## config.mk

```make
export PLATFORM = sky130hd
export DESIGN_NAME = clock_guard_top
export DESIGN_NICKNAME = d
export VERILOG_FILES = /design/src/include/clock_guard_pkg.sv /design/src/logic/clock_guard_top.sv /design/src/logic/clock_divider.sv /design/src/logic/transient_guard.sv
export SDC_FILE = /design/constraint.sdc
export NUM_CORES = 1
export LEC_CHECK = 0
export ABC_AREA = 1
export BUFFER_PORTS_ARGS = -buffer_cell sky130_fd_sc_hd__buf_2
export CAP_MARGIN = 20
export CORE_ASPECT_RATIO = 0.75
export CORE_UTILIZATION = 42
export DETAILED_ROUTE_END_ITERATION = 6
export PLACE_DENSITY = 0.72
export REMOVE_ABC_BUFFERS = 1
export SYNTH_ARGS = -nofsm -noshare
export SYNTH_HDL_FRONTEND = slang
export SYNTH_SLANG_ARGS = --single-unit
```

## constraint.sdc

```tcl
create_clock -name CLOCK -period 1.3 [get_ports CLOCK]
set_input_delay 0.195 -clock CLOCK [delete_from_list [all_inputs] [get_ports CLOCK]]
set_output_delay 0.195 -clock CLOCK [all_outputs]
set_load 0.01 [all_outputs]
```

## src/include/clock_guard_pkg.sv

```systemverilog
// shared constants and types for the system clock control block
package clock_guard_pkg;

   // register offsets
   localparam logic [7:0] CLOCK_CONTROL_ADDR = 8'hd8;
   localparam logic [7:0] TRANSIENT_CONTROL_ADDR = 8'he5;
   localparam logic [7:0] CLOCK_STATUS_ADDR = 8'hd9;

   // clock_control field positions
   localparam int SLOW_KIND_BIT = 7;
   localparam int FAST_KIND_BIT = 6;
   localparam int HALT_SLOW_BIT = 5;
   localparam int GATE_PERIPH_BIT = 4;
   localparam int HALT_FAST_BIT = 3;
   localparam int CLOCK_CHOICE_BIT = 2;
   localparam int DIVIDER_LSB = 0;

   // transient_detector_control field positions
   localparam int SECOND_ON_BIT = 7;
   localparam int FIRST_ON_BIT = 6;
   localparam int SENSITIVITY_LSB = 4;
   localparam int FORCE_SLOW_BIT = 3;
   localparam int CPU_WAIT_BIT = 2;
   localparam int WAIT_TO_PIN_BIT = 1;

   // reset values
   localparam logic [7:0] CLOCK_CONTROL_RESET = 8'h23;
   localparam logic [7:0] TRANSIENT_CONTROL_RESET = 8'h00;
   localparam logic [7:0] READ_ZERO = 8'h00;

   // divider settings and their counter masks
   localparam logic [1:0] DIV_BY_16 = 2'h0;
   localparam logic [1:0] DIV_BY_4 = 2'h1;
   localparam logic [1:0] DIV_BY_2 = 2'h2;
   localparam logic [1:0] DIV_BY_1 = 2'h3;
   localparam logic [3:0] MASK_BY_16 = 4'hf;
   localparam logic [3:0] MASK_BY_4 = 4'h3;
   localparam logic [3:0] MASK_BY_2 = 4'h1;
   localparam logic [3:0] MASK_BY_1 = 4'h0;
   localparam logic [3:0] DIVIDER_WRAP = 4'hf;

   // number of transient detectors
   localparam int DETECTOR_COUNT = 2;

   typedef struct packed {
      logic slow_osc_kind;
      logic fast_osc_kind;
      logic halt_slow_osc_in_stop;
      logic gate_peripheral_clocks_idle;
      logic halt_fast_osc;
      logic system_clock_choice;
      logic [1:0] system_clock_divider;
   } clock_control_t;

   typedef struct packed {
      logic second_transient_detector_on;
      logic first_transient_detector_on;
      logic [1:0] first_detector_sensitivity;
      logic force_slow_on_transient;
      logic cpu_wait_on_transient;
      logic wait_indication_to_pin;
      logic reserved;
   } transient_control_t;

endpackage

```

## src/logic/clock_guard_top.sv

```systemverilog
// system clock select, divider, power gating and transient guard
//
// Our own choice: the strobed register port.
`timescale 1ns/100ps

module clock_guard_top
   import clock_guard_pkg::*;
(
   input wire logic CLOCK,
   input wire logic RST_B,
   input wire logic [7:0] ADDR,
   input wire logic [7:0] WDATA,
   input wire logic WR,
   input wire logic RD,
   output logic [7:0] RDATA,
   input wire logic SLOW_TICK,
   input wire logic FAST_TICK,
   input wire logic STOP_MODE,
   input wire logic IDLE_MODE,
   input wire logic FIRST_TRANSIENT,
   input wire logic SECOND_TRANSIENT,
   input wire logic PIN07_GPIO_OUT,
   input wire logic PIN07_GPIO_OE,
   output logic SLOW_OSC_KIND,
   output logic FAST_OSC_KIND,
   output logic CRYSTAL_PINS_EN,
   output logic SLOW_OSC_RUN,
   output logic FAST_OSC_RUN,
   output logic SYSTEM_ON_FAST,
   output logic SYSTEM_TICK,
   output logic PERIPH_CLOCK_EN,
   output logic [1:0] FIRST_SENSITIVITY,
   output logic [1:0] DETECTOR_ENABLE,
   output logic CPU_WAIT,
   output logic TRANSIENT_WAIT,
   output logic PIN07_OUT,
   output logic PIN07_OE
);

   clock_control_t clock_control;
   transient_control_t transient_detector_control;
   clock_control_t written_clock;
   clock_control_t next_clock_control;
   transient_control_t next_transient_control;

   // address decode
   logic hit_clock;
   logic hit_transient;
   logic hit_status;
   logic write_clock;
   logic write_transient;
   logic [7:0] next_rdata;
   logic [7:0] status_word;

   // write permissions for protected bits
   logic on_fast;
   logic on_slow;
   logic may_change_slow_kind;
   logic may_change_fast_kind;
   logic may_change_halt_fast;
   logic may_change_choice;

   // derived clock state
   logic [1:0] detector_enable;
   logic [1:0] detector_level;
   logic transient_seen;
   logic forced_slow;
   logic next_on_fast;
   logic next_slow_run;
   logic next_fast_run;
   logic next_periph_en;
   logic next_cpu_wait;
   logic next_pin_out;
   logic next_pin_oe;
   logic selected_tick;
   logic divided_tick;
   logic next_system_tick;
   logic [1:0] active_divider;
   logic next_crystal_pins;

   assign hit_clock = (ADDR == CLOCK_CONTROL_ADDR);
   assign hit_transient = (ADDR == TRANSIENT_CONTROL_ADDR);
   assign hit_status = (ADDR == CLOCK_STATUS_ADDR);
   assign write_clock = WR && hit_clock;
   assign write_transient = WR && hit_transient;
   assign written_clock = clock_control_t'(WDATA);

   // the permitting conditions look at the register as it stands before the write
   assign on_fast = clock_control.system_clock_choice;
   assign on_slow = !clock_control.system_clock_choice;
   assign may_change_slow_kind = on_fast;
   assign may_change_fast_kind = on_slow;
   assign may_change_halt_fast = on_slow;
   assign may_change_choice = !clock_control.halt_fast_osc;

   always_comb
   begin
      next_clock_control = clock_control;
      if (write_clock)
      begin
         // unprotected bits always land
         next_clock_control.halt_slow_osc_in_stop = written_clock.halt_slow_osc_in_stop;
         next_clock_control.gate_peripheral_clocks_idle =
            written_clock.gate_peripheral_clocks_idle;
         next_clock_control.system_clock_divider = written_clock.system_clock_divider;
         // protected bits land only when allowed
         if (may_change_slow_kind)
            next_clock_control.slow_osc_kind = written_clock.slow_osc_kind;
         if (may_change_fast_kind)
            next_clock_control.fast_osc_kind = written_clock.fast_osc_kind;
         if (may_change_halt_fast)
            next_clock_control.halt_fast_osc = written_clock.halt_fast_osc;
         if (may_change_choice)
            next_clock_control.system_clock_choice =
               written_clock.system_clock_choice;
      end
   end

   always_comb
   begin
      next_transient_control = transient_detector_control;
      if (write_transient)
      begin
         next_transient_control = transient_control_t'(WDATA);
         next_transient_control.reserved = 1'b0;
      end
   end

   always_ff @(posedge CLOCK or negedge RST_B)
   begin
      if (!RST_B)
      begin
         clock_control <= clock_control_t'(CLOCK_CONTROL_RESET);
         transient_detector_control <= transient_control_t'(TRANSIENT_CONTROL_RESET);
      end
      else
      begin
         clock_control <= next_clock_control;
         transient_detector_control <= next_transient_control;
      end
   end

   // transient detectors
   assign detector_enable = {transient_detector_control.second_transient_detector_on,
                             transient_detector_control.first_transient_detector_on};
   assign detector_level = {SECOND_TRANSIENT, FIRST_TRANSIENT};

   transient_guard #(
      .COUNT(DETECTOR_COUNT)
   ) u_guard (
      .clk(CLOCK),
      .rst_b(RST_B),
      .enable(detector_enable),
      .raw_detect(detector_level),
      .detect(),
      .any_detect(transient_seen)
   );

   // system clock selection
   assign forced_slow = transient_detector_control.force_slow_on_transient
                        && transient_seen;
   assign next_on_fast = clock_control.system_clock_choice && !forced_slow;
   assign selected_tick = SYSTEM_ON_FAST ? FAST_TICK : SLOW_TICK;

   clock_divider u_divider (
      .clk(CLOCK),
      .rst_b(RST_B),
      .src_tick(selected_tick),
      .setting(clock_control.system_clock_divider),
      .tick_out(divided_tick),
      .active_setting(active_divider)
   );

   // oscillator and peripheral gating
   assign next_slow_run = !(clock_control.halt_slow_osc_in_stop && STOP_MODE);
   assign next_fast_run = !(clock_control.halt_fast_osc
                           && (!next_on_fast || IDLE_MODE));
   assign next_periph_en = !(clock_control.gate_peripheral_clocks_idle && IDLE_MODE)
                           && !STOP_MODE;
   assign next_system_tick = divided_tick && !STOP_MODE;
   assign next_crystal_pins = clock_control.slow_osc_kind
                              || clock_control.fast_osc_kind;

   // wait handling
   assign next_cpu_wait = transient_detector_control.cpu_wait_on_transient
                          && transient_seen;
   assign next_pin_out = transient_detector_control.wait_indication_to_pin ?
                         transient_seen : PIN07_GPIO_OUT;
   assign next_pin_oe = transient_detector_control.wait_indication_to_pin ?
                        1'b1 : PIN07_GPIO_OE;

   // read path
   assign status_word = {2'h0, active_divider, transient_seen, SYSTEM_ON_FAST,
                         FAST_OSC_RUN, SLOW_OSC_RUN};
   assign next_rdata = !RD ? READ_ZERO :
                       hit_clock ? clock_control :
                       hit_transient ? transient_detector_control :
                       hit_status ? status_word : READ_ZERO;

   always_ff @(posedge CLOCK or negedge RST_B)
   begin
      if (!RST_B)
         RDATA <= READ_ZERO;
      else
         RDATA <= next_rdata;
   end

   always_ff @(posedge CLOCK or negedge RST_B)
   begin
      if (!RST_B)
      begin
         SLOW_OSC_KIND <= 1'b0;
         FAST_OSC_KIND <= 1'b0;
         CRYSTAL_PINS_EN <= 1'b0;
         SLOW_OSC_RUN <= 1'b1;
         FAST_OSC_RUN <= 1'b1;
         SYSTEM_ON_FAST <= 1'b0;
         SYSTEM_TICK <= 1'b0;
         PERIPH_CLOCK_EN <= 1'b1;
      end
      else
      begin
         SLOW_OSC_KIND <= clock_control.slow_osc_kind;
         FAST_OSC_KIND <= clock_control.fast_osc_kind;
         CRYSTAL_PINS_EN <= next_crystal_pins;
         SLOW_OSC_RUN <= next_slow_run;
         FAST_OSC_RUN <= next_fast_run;
         SYSTEM_ON_FAST <= next_on_fast;
         SYSTEM_TICK <= next_system_tick;
         PERIPH_CLOCK_EN <= next_periph_en;
      end
   end

   always_ff @(posedge CLOCK or negedge RST_B)
   begin
      if (!RST_B)
      begin
         FIRST_SENSITIVITY <= 2'h0;
         DETECTOR_ENABLE <= 2'h0;
         CPU_WAIT <= 1'b0;
         TRANSIENT_WAIT <= 1'b0;
         PIN07_OUT <= 1'b0;
         PIN07_OE <= 1'b0;
      end
      else
      begin
         FIRST_SENSITIVITY <= transient_detector_control.first_detector_sensitivity;
         DETECTOR_ENABLE <= detector_enable;
         CPU_WAIT <= next_cpu_wait;
         TRANSIENT_WAIT <= transient_seen;
         PIN07_OUT <= next_pin_out;
         PIN07_OE <= next_pin_oe;
      end
   end

endmodule

```

## src/logic/clock_divider.sv

```systemverilog
// system clock divider with deferred setting update
`timescale 1ns/100ps
module clock_divider
   import clock_guard_pkg::*;
(
   input wire logic clk,
   input wire logic rst_b,
   input wire logic src_tick,
   input wire logic [1:0] setting,
   output logic tick_out,
   output logic [1:0] active_setting
);

   logic [3:0] count;
   logic [3:0] mask;
   logic wrap;
   logic hit;

   assign mask = (active_setting == DIV_BY_16) ? MASK_BY_16 :
                 (active_setting == DIV_BY_4) ? MASK_BY_4 :
                 (active_setting == DIV_BY_2) ? MASK_BY_2 : MASK_BY_1;
   assign wrap = src_tick && (count == DIVIDER_WRAP);
   assign hit = src_tick && ((count & mask) == mask);

   always_ff @(posedge clk or negedge rst_b)
   begin
      if (!rst_b)
      begin
         count <= 4'h0;
         active_setting <= DIV_BY_1;
         tick_out <= 1'b0;
      end
      else
      begin
         if (src_tick)
            count <= count + 4'h1;
         // new setting taken only at the 16-tick boundary
         if (wrap)
            active_setting <= setting;
         tick_out <= hit;
      end
   end

endmodule

```

## src/logic/transient_guard.sv

```systemverilog
// fast-transient detector enables and combined detect level
`timescale 1ns/100ps
module transient_guard
   import clock_guard_pkg::*;
#(
   parameter int COUNT = DETECTOR_COUNT
)
(
   input wire logic clk,
   input wire logic rst_b,
   input wire logic [COUNT-1:0] enable,
   input wire logic [COUNT-1:0] raw_detect,
   output logic [COUNT-1:0] detect,
   output logic any_detect
);

   genvar i;
   generate
      for (i = 0; i < COUNT; i++)
      begin : g_det
         // a disabled detector never reports
         always_ff @(posedge clk or negedge rst_b)
         begin
            if (!rst_b)
               detect[i] <= 1'b0;
            else
               detect[i] <= enable[i] & raw_detect[i];
         end
      end
   endgenerate

   assign any_detect = |detect;

endmodule

```

Word level (Yosys, flattened, before mapping)
Index checks and enable logic that the tools add are counted.
{ "word_totals": {"reg_bits": 48, "input_bits": 28, "out_inout_bits": 24, "word_cells": 81} }
{ "op_classes": {"add_sub_neg": 1, "eq_ne": 7, "muxes": 10, "n_bitwise": 5, "n_reduce_logical": 25} }
{ "op_table": {"columns": ["operator", "count"], "rows": [
  ["$eq 8x8->1 const B", 3],
  ["$mux 8", 3],
  ["$logic_and 1x1->1", 12],
  ["$mux 4", 2],
  ["$logic_not 1->1", 6],
  ["$mux 6", 1],
  ["$reduce_and 2->1", 3],
  ["$add 4x1->4 const B", 1],
  ["$and 4x4->4", 1],
  ["$eq 4x4->1", 1],
  ["$eq 4x4->1 const B", 1],
  ["$mux 1", 4],
  ["$and 1x1->1", 2],
  ["$eq 2x1->1 const B", 1],
  ["$eq 2x2->1 const B", 1],
  ["$logic_not 2->1", 1],
  ["$logic_or 1x1->1", 2],
  ["$not 1->1", 2],
  ["$reduce_or 2->1", 1]
]} }

Longest topological paths before layout
{ "depth": {"ltp_word": 8, "depth_mapped": 8, "depth_no_buf": 8} }

Cells and area by module
Synthesis repeated with hierarchy kept, for this count alone.
{ "unflattened": {"cells_unflattened": 231, "area_unflattened_um2": 2088.3} }
{ "modules_own_cells": {"columns": ["mod", "n_inst", "cells_per_inst", "area_each_um2", "seq_area_each_um2"], "rows": [
  ["clock_guard_top", 1, 179, 1674.1, 983.4],
  ["clock_divider", 1, 43, 337.8, 177.7],
  ["transient_guard", 1, 9, 76.3, 50.0]
]} }

Worst setup path before layout
OpenSTA, ideal clock, no wires.
{ "synth_timing": {"kind": "reg-to-reg", "startpoint": "reg SYSTEM_ON_FAST", "endpoint": "reg u_divider.active_setting[1]", "setup_time_ns": 0.080, "t_arrival_ns": 1.000, "t_required_ns": 1.220, "setup_slack_ns": 0.220, "path_stages_with_launch": 9, "n_path_buf": 0, "period_less_slack_ns": 1.080, "cell_sequence": "dfrtp_1 inv_1 nand2_1 nand2_1 inv_2 nor2_2 nand2_1 nand2_1 o21ai_1"} }
{ "synth_via": {"elab_chain_len": 2} }
{ "synth_lines": {"columns": ["item", "line_no", "text"], "rows": [
  ["start: declaration", "clock_guard_top.sv:29", "output logic SYSTEM_ON_FAST,"],
  ["start signal: assignment", "clock_guard_top.sv:228", "SYSTEM_ON_FAST <= next_on_fast;"],
  ["$mux 1", "clock_guard_top.sv:163", "assign selected_tick = SYSTEM_ON_FAST ? FAST_TICK : SLOW_TICK;"],
  ["$logic_and 1x1->1", "clock_divider.sv:22", "assign wrap = src_tick && (count == DIVIDER_WRAP);"],
  ["end signal: assignment", "clock_divider.sv:39", "active_setting <= setting;"],
  ["end: declaration", "clock_divider.sv:11", "output logic [1:0] active_setting"]
]} }
Every way passes these cells.
A chain may end at the register's enable or synchronous reset.

Final worst setup path
Same ends and word-level chain as after synthesis.

==> reports/metrics.csv <==
stage;metric;value;unit
hold_path;hold wc startpoint;STOP_MODE;
sta;final setup fails;0;
final_layout;number of nets at the end of the flow;305;
hold_path;end of the worst hold path;SLOW_OSC_RUN$_DFF_PN1_;
clock_network;Sink Count;48;
drt;amount of wire on met2 after detailed routing;1790;um
logic_synthesis;Yosys cell types;23;
floorplanning;vertical die dimension;62.6;um
critical_path;setup slack of the worst register-to-register path;0.14;ns
clock_network;CTS clk-pin slew, worst paths;0.09;ns
final_layout;post-layout instance area;2520;um^2
drt;total wire length after detailed routing;4140;um
logic_synthesis;post-synthesis cell area;2060;um^2
critical_path;data arrival time at the worst-slack endpoint;1.40;ns
place;cell area after placement;2410;um^2
critical_path;critical-path cell list;inv_1 > nand2_1 > nand2_2 > inv_2 > nor2_2 > nand2_1 > o21ai_1;
final_layout;commonest cells after routing, fill and taps aside;56 x nand2_1, 51 x buf_2, 40 x dfrtp_1, 28 x nand3_1, 25 x inv_1;
power_and_ir_drop;power consumption;3.10;mW
drt;final routed DRC violation total;0;
clock_network;Inserted Clock Buffers;5;
logic_synthesis;Syn Area/Cell;9.57;um^2
logic_synthesis;synthesized flop and latch total;48;
sta;Setup TNS;0;ns
sta;RSZ-0062 raised after global routing;false;
final_layout;commonest non-fill, non-tap cell in the layout;nand2_1;
sta;number of pins with negative max-slew slack in the final report;0;
critical_path;Worst R2R End;u_divider.active_setting[1]$_DFFE_PN1P_;
logic_synthesis;cells after synthesis;215;
drt;via count;1617;
place;port bufs;51;
floorplanning;width of the die;82.8;um
sta;clock skew after layout;0.00658;ns
global_routing;pin count of the biggest net entering global routing;20;
drt;DRT Pass-1 Iters;4;
drt;WL met1;2050;um
clock_network;Post-CTS Setup Repair Bufs;0;
drt;top layer reached by signal wires;met4;
floorplanning;site row count;21;
critical_path;CP Buf/Inv Count;2;
logic_synthesis;share of synthesized flip-flops with an asynchronous set or reset;100;%
clock_network;H-tree depth reported by CTS;2;
sta;ratio of final minimum period to clock period;89.3;%
final_layout;Area Overhead vs Synth;22.4;%
outcome;result of the run;finished clean;
critical_path;Startpoint Class;flop;
critical_path;number of cell instances on the worst register-to-register path;7;
logic_synthesis;sequential-to-total area share from yosys stat;58.8;%
critical_path;endpoint kind of the worst setup timing path;flop;
floorplanning;# IOs;52;
critical_path;slowest stage cell on the critical path;dfrtp_1;
critical_path;launch instance of the worst register-to-register path;SYSTEM_ON_FAST$_DFF_PN0_;
global_routing;total routing resource utilization after global routing;17.9;%
drt;violation count after the first detailed-routing iteration;123;
sta;tightest hold margin;0.0484;ns
sta;upper clock frequency limit;0.861;GHz
critical_path;category of cells accounting for the largest share of critical-path delay;flip-flops;
critical_path;critical path peak fanout;4;
critical_path;critical path class;reg -> reg;
drt;via-per-instance ratio;4.84;
power_and_ir_drop;LEAKAGE;1.46;nW
critical_path;delay of the slowest critical-path stage;0.44;ns
drt;Final ANT Viol Nets;0;
floorplanning;Die Footprint;5190;um^2
sta;endpoints failing hold;0;
sta;worst relative slew slack;79.7;%
drt;DR WL met3;226;um
clock_network;clock insertion delay at the later pin of the skew report;0.30;ns
hold_path;worst hold path type;in -> reg;
hold_path;hold path cells;2;
final_layout;total of fill cells in the finished design;422;
place;RePlAce Congestion;0.854;
global_routing;sum of overflow across all layers after global routing;0;
clock_network;number of buffers between clock root and the deepest sink;2;
flow_run;MaxCap Viol Count;0;
logic_synthesis;YS warnings;0;
drt;routed wirelength normalized by instance count;12.4;um
logic_synthesis;dominant synthesized flop cell;dfrtp_1;
clock_network;clock tree from TritonCTS;done;
final_layout;fraction of layout instances using a drive strength above 1;32.9;%
critical_path;CP most frequent cell;nand2_1;
logic_synthesis;number of enable flip-flop cells after synthesis;0;
global_routing;via count of the first global-routing pass;1597;
sta;Min Clock Period, post-route;1.16;ns
floorplanning;Core Box Area;4570;um^2
power_and_ir_drop;Worst IR Drop VDD;0.665;mV
global_routing;global-route wire length before repair;7200;um
place;DPL Wire Length;3200;um
global_routing;initial antenna violation count;0;
sta;slew of the pin with the lowest slew margin;0.304;ns
floorplanning;initial standard-cell utilization of the core;45.0;%
critical_path;required arrival time at the worst endpoint;1.54;ns
final_layout;number of antenna cells inserted;0;
clock_network;root cell of the clock tree;clkbuf_8;
power_and_ir_drop;power density cells;1230;nW/um^2
-- logic make-up (layout without fill, tap and decap cells) --
kind of cell	count (synthesis)	count (layout)	share of synthesized area, %
AOI/OAI and AO/OA	21	21	5.35
xor gates and xnor gates	3	3	1.28
adders and majority gates	1	1	0.608
buffers and inverters	31	93	6.02
DFF	48	48	58.8
and+or+nand+nor	111	111	27.9
-- power by group --
group | leakage (nW) | internal, mW | switching [mW]
logic | 0.807 | 0.172 | 0.244
clock network | 0.0434 | 0.431 | 0.493
registers | 0.611 | 1.66 | 0.107
-- registers in the layout (all words and copies together) (netlist names), 2 cells and up --
name / cells
u_divider.count: 4
FIRST_SENSITIVITY: 2
detector_enable: 2
RDATA: 8
u_divider.active_setting: 2
transient_detector_control: 5
DETECTOR_ENABLE: 2
clock_control: 7
u_guard.detect: 2
-- per-layer routing --
| metal | vias to the layer above | GRT usage, % |
|---|---|---|
| li1 | 802 | - |
| met1 | 757 | 24.9 |
| met2 | 50 | 27.3 |
| met3 | 8 | 4.36 |
| met4 | 0 | 6.47 |
| met5 | - | 0 |
-- per-stage QoR --
step	setup WS (ns)	std cells	utilization, %
2_1_floorplan	0.220	214	-
3_3_place_gp	0.121	325	52.7
3_5_place_dp	0.0904	325	52.7
4_1_cts	0.0767	334	55.0
5_1_grt	0.0193	334	55.1
6_report	0.139	334	55.1
-- repair_timing --
item | CTS | global route
endpoints found under the setup margin | 0 | 2
endpoints found under the hold margin | 9 | 0
resized for setup | 0 | 1
hold buffers | 1 | 0
-- cell type report --
cell class / count / area [um^2] / area share (%)
inverters: 30 / 113 / 4.47
flip-flops and latches: 48 / 1210 / 48.1
clock buffers: 6 / 82.6 / 3.28
multi-input cells: 136 / 726 / 28.8
repair buffers: 55 / 300 / 11.9
well taps: 57 / 71.3 / 2.83
clock inverters: 2 / 15.0 / 0.596
-- worst max-delay path by stage --
stage                                  start                                       to  slack (ns)  cells past startpoint
global route        SYSTEM_ON_FAST$_DFF_PN0_  u_divider.active_setting[1]$_DFFE_PN1P_        0.02                      7
finish              SYSTEM_ON_FAST$_DFF_PN0_  u_divider.active_setting[1]$_DFFE_PN1P_        0.14                      7
CTS                 SYSTEM_ON_FAST$_DFF_PN0_  u_divider.active_setting[1]$_DFFE_PN1P_        0.08                      7
floorplan           SYSTEM_ON_FAST$_DFF_PN0_  u_divider.active_setting[1]$_DFFE_PN1P_        0.22                      8
global placement    SYSTEM_ON_FAST$_DFF_PN0_  u_divider.active_setting[1]$_DFFE_PN1P_        0.12                      7
detailed placement  SYSTEM_ON_FAST$_DFF_PN0_  u_divider.active_setting[1]$_DFFE_PN1P_        0.09                      8
-- synthesized netlist by cell type, drive strengths merged, types with 2 or more instances --
| cell | instances | area share, % |
|---|---|---|
| nand2 | 62 | 12 |
| dfrtp | 40 | 49 |
| inv | 30 | 5.5 |
| nand3 | 28 | 6.8 |
| nor2 | 15 | 6.9 |
| o21ai | 14 | 3.4 |
| dfstp | 8 | 10 |
| a21oi | 5 | 1.2 |
| nand4 | 4 | 1.2 |
| or2 | 2 | 0.61 |
| xor2 | 2 | 0.85 |
Power figures use the tool's default switching activity.
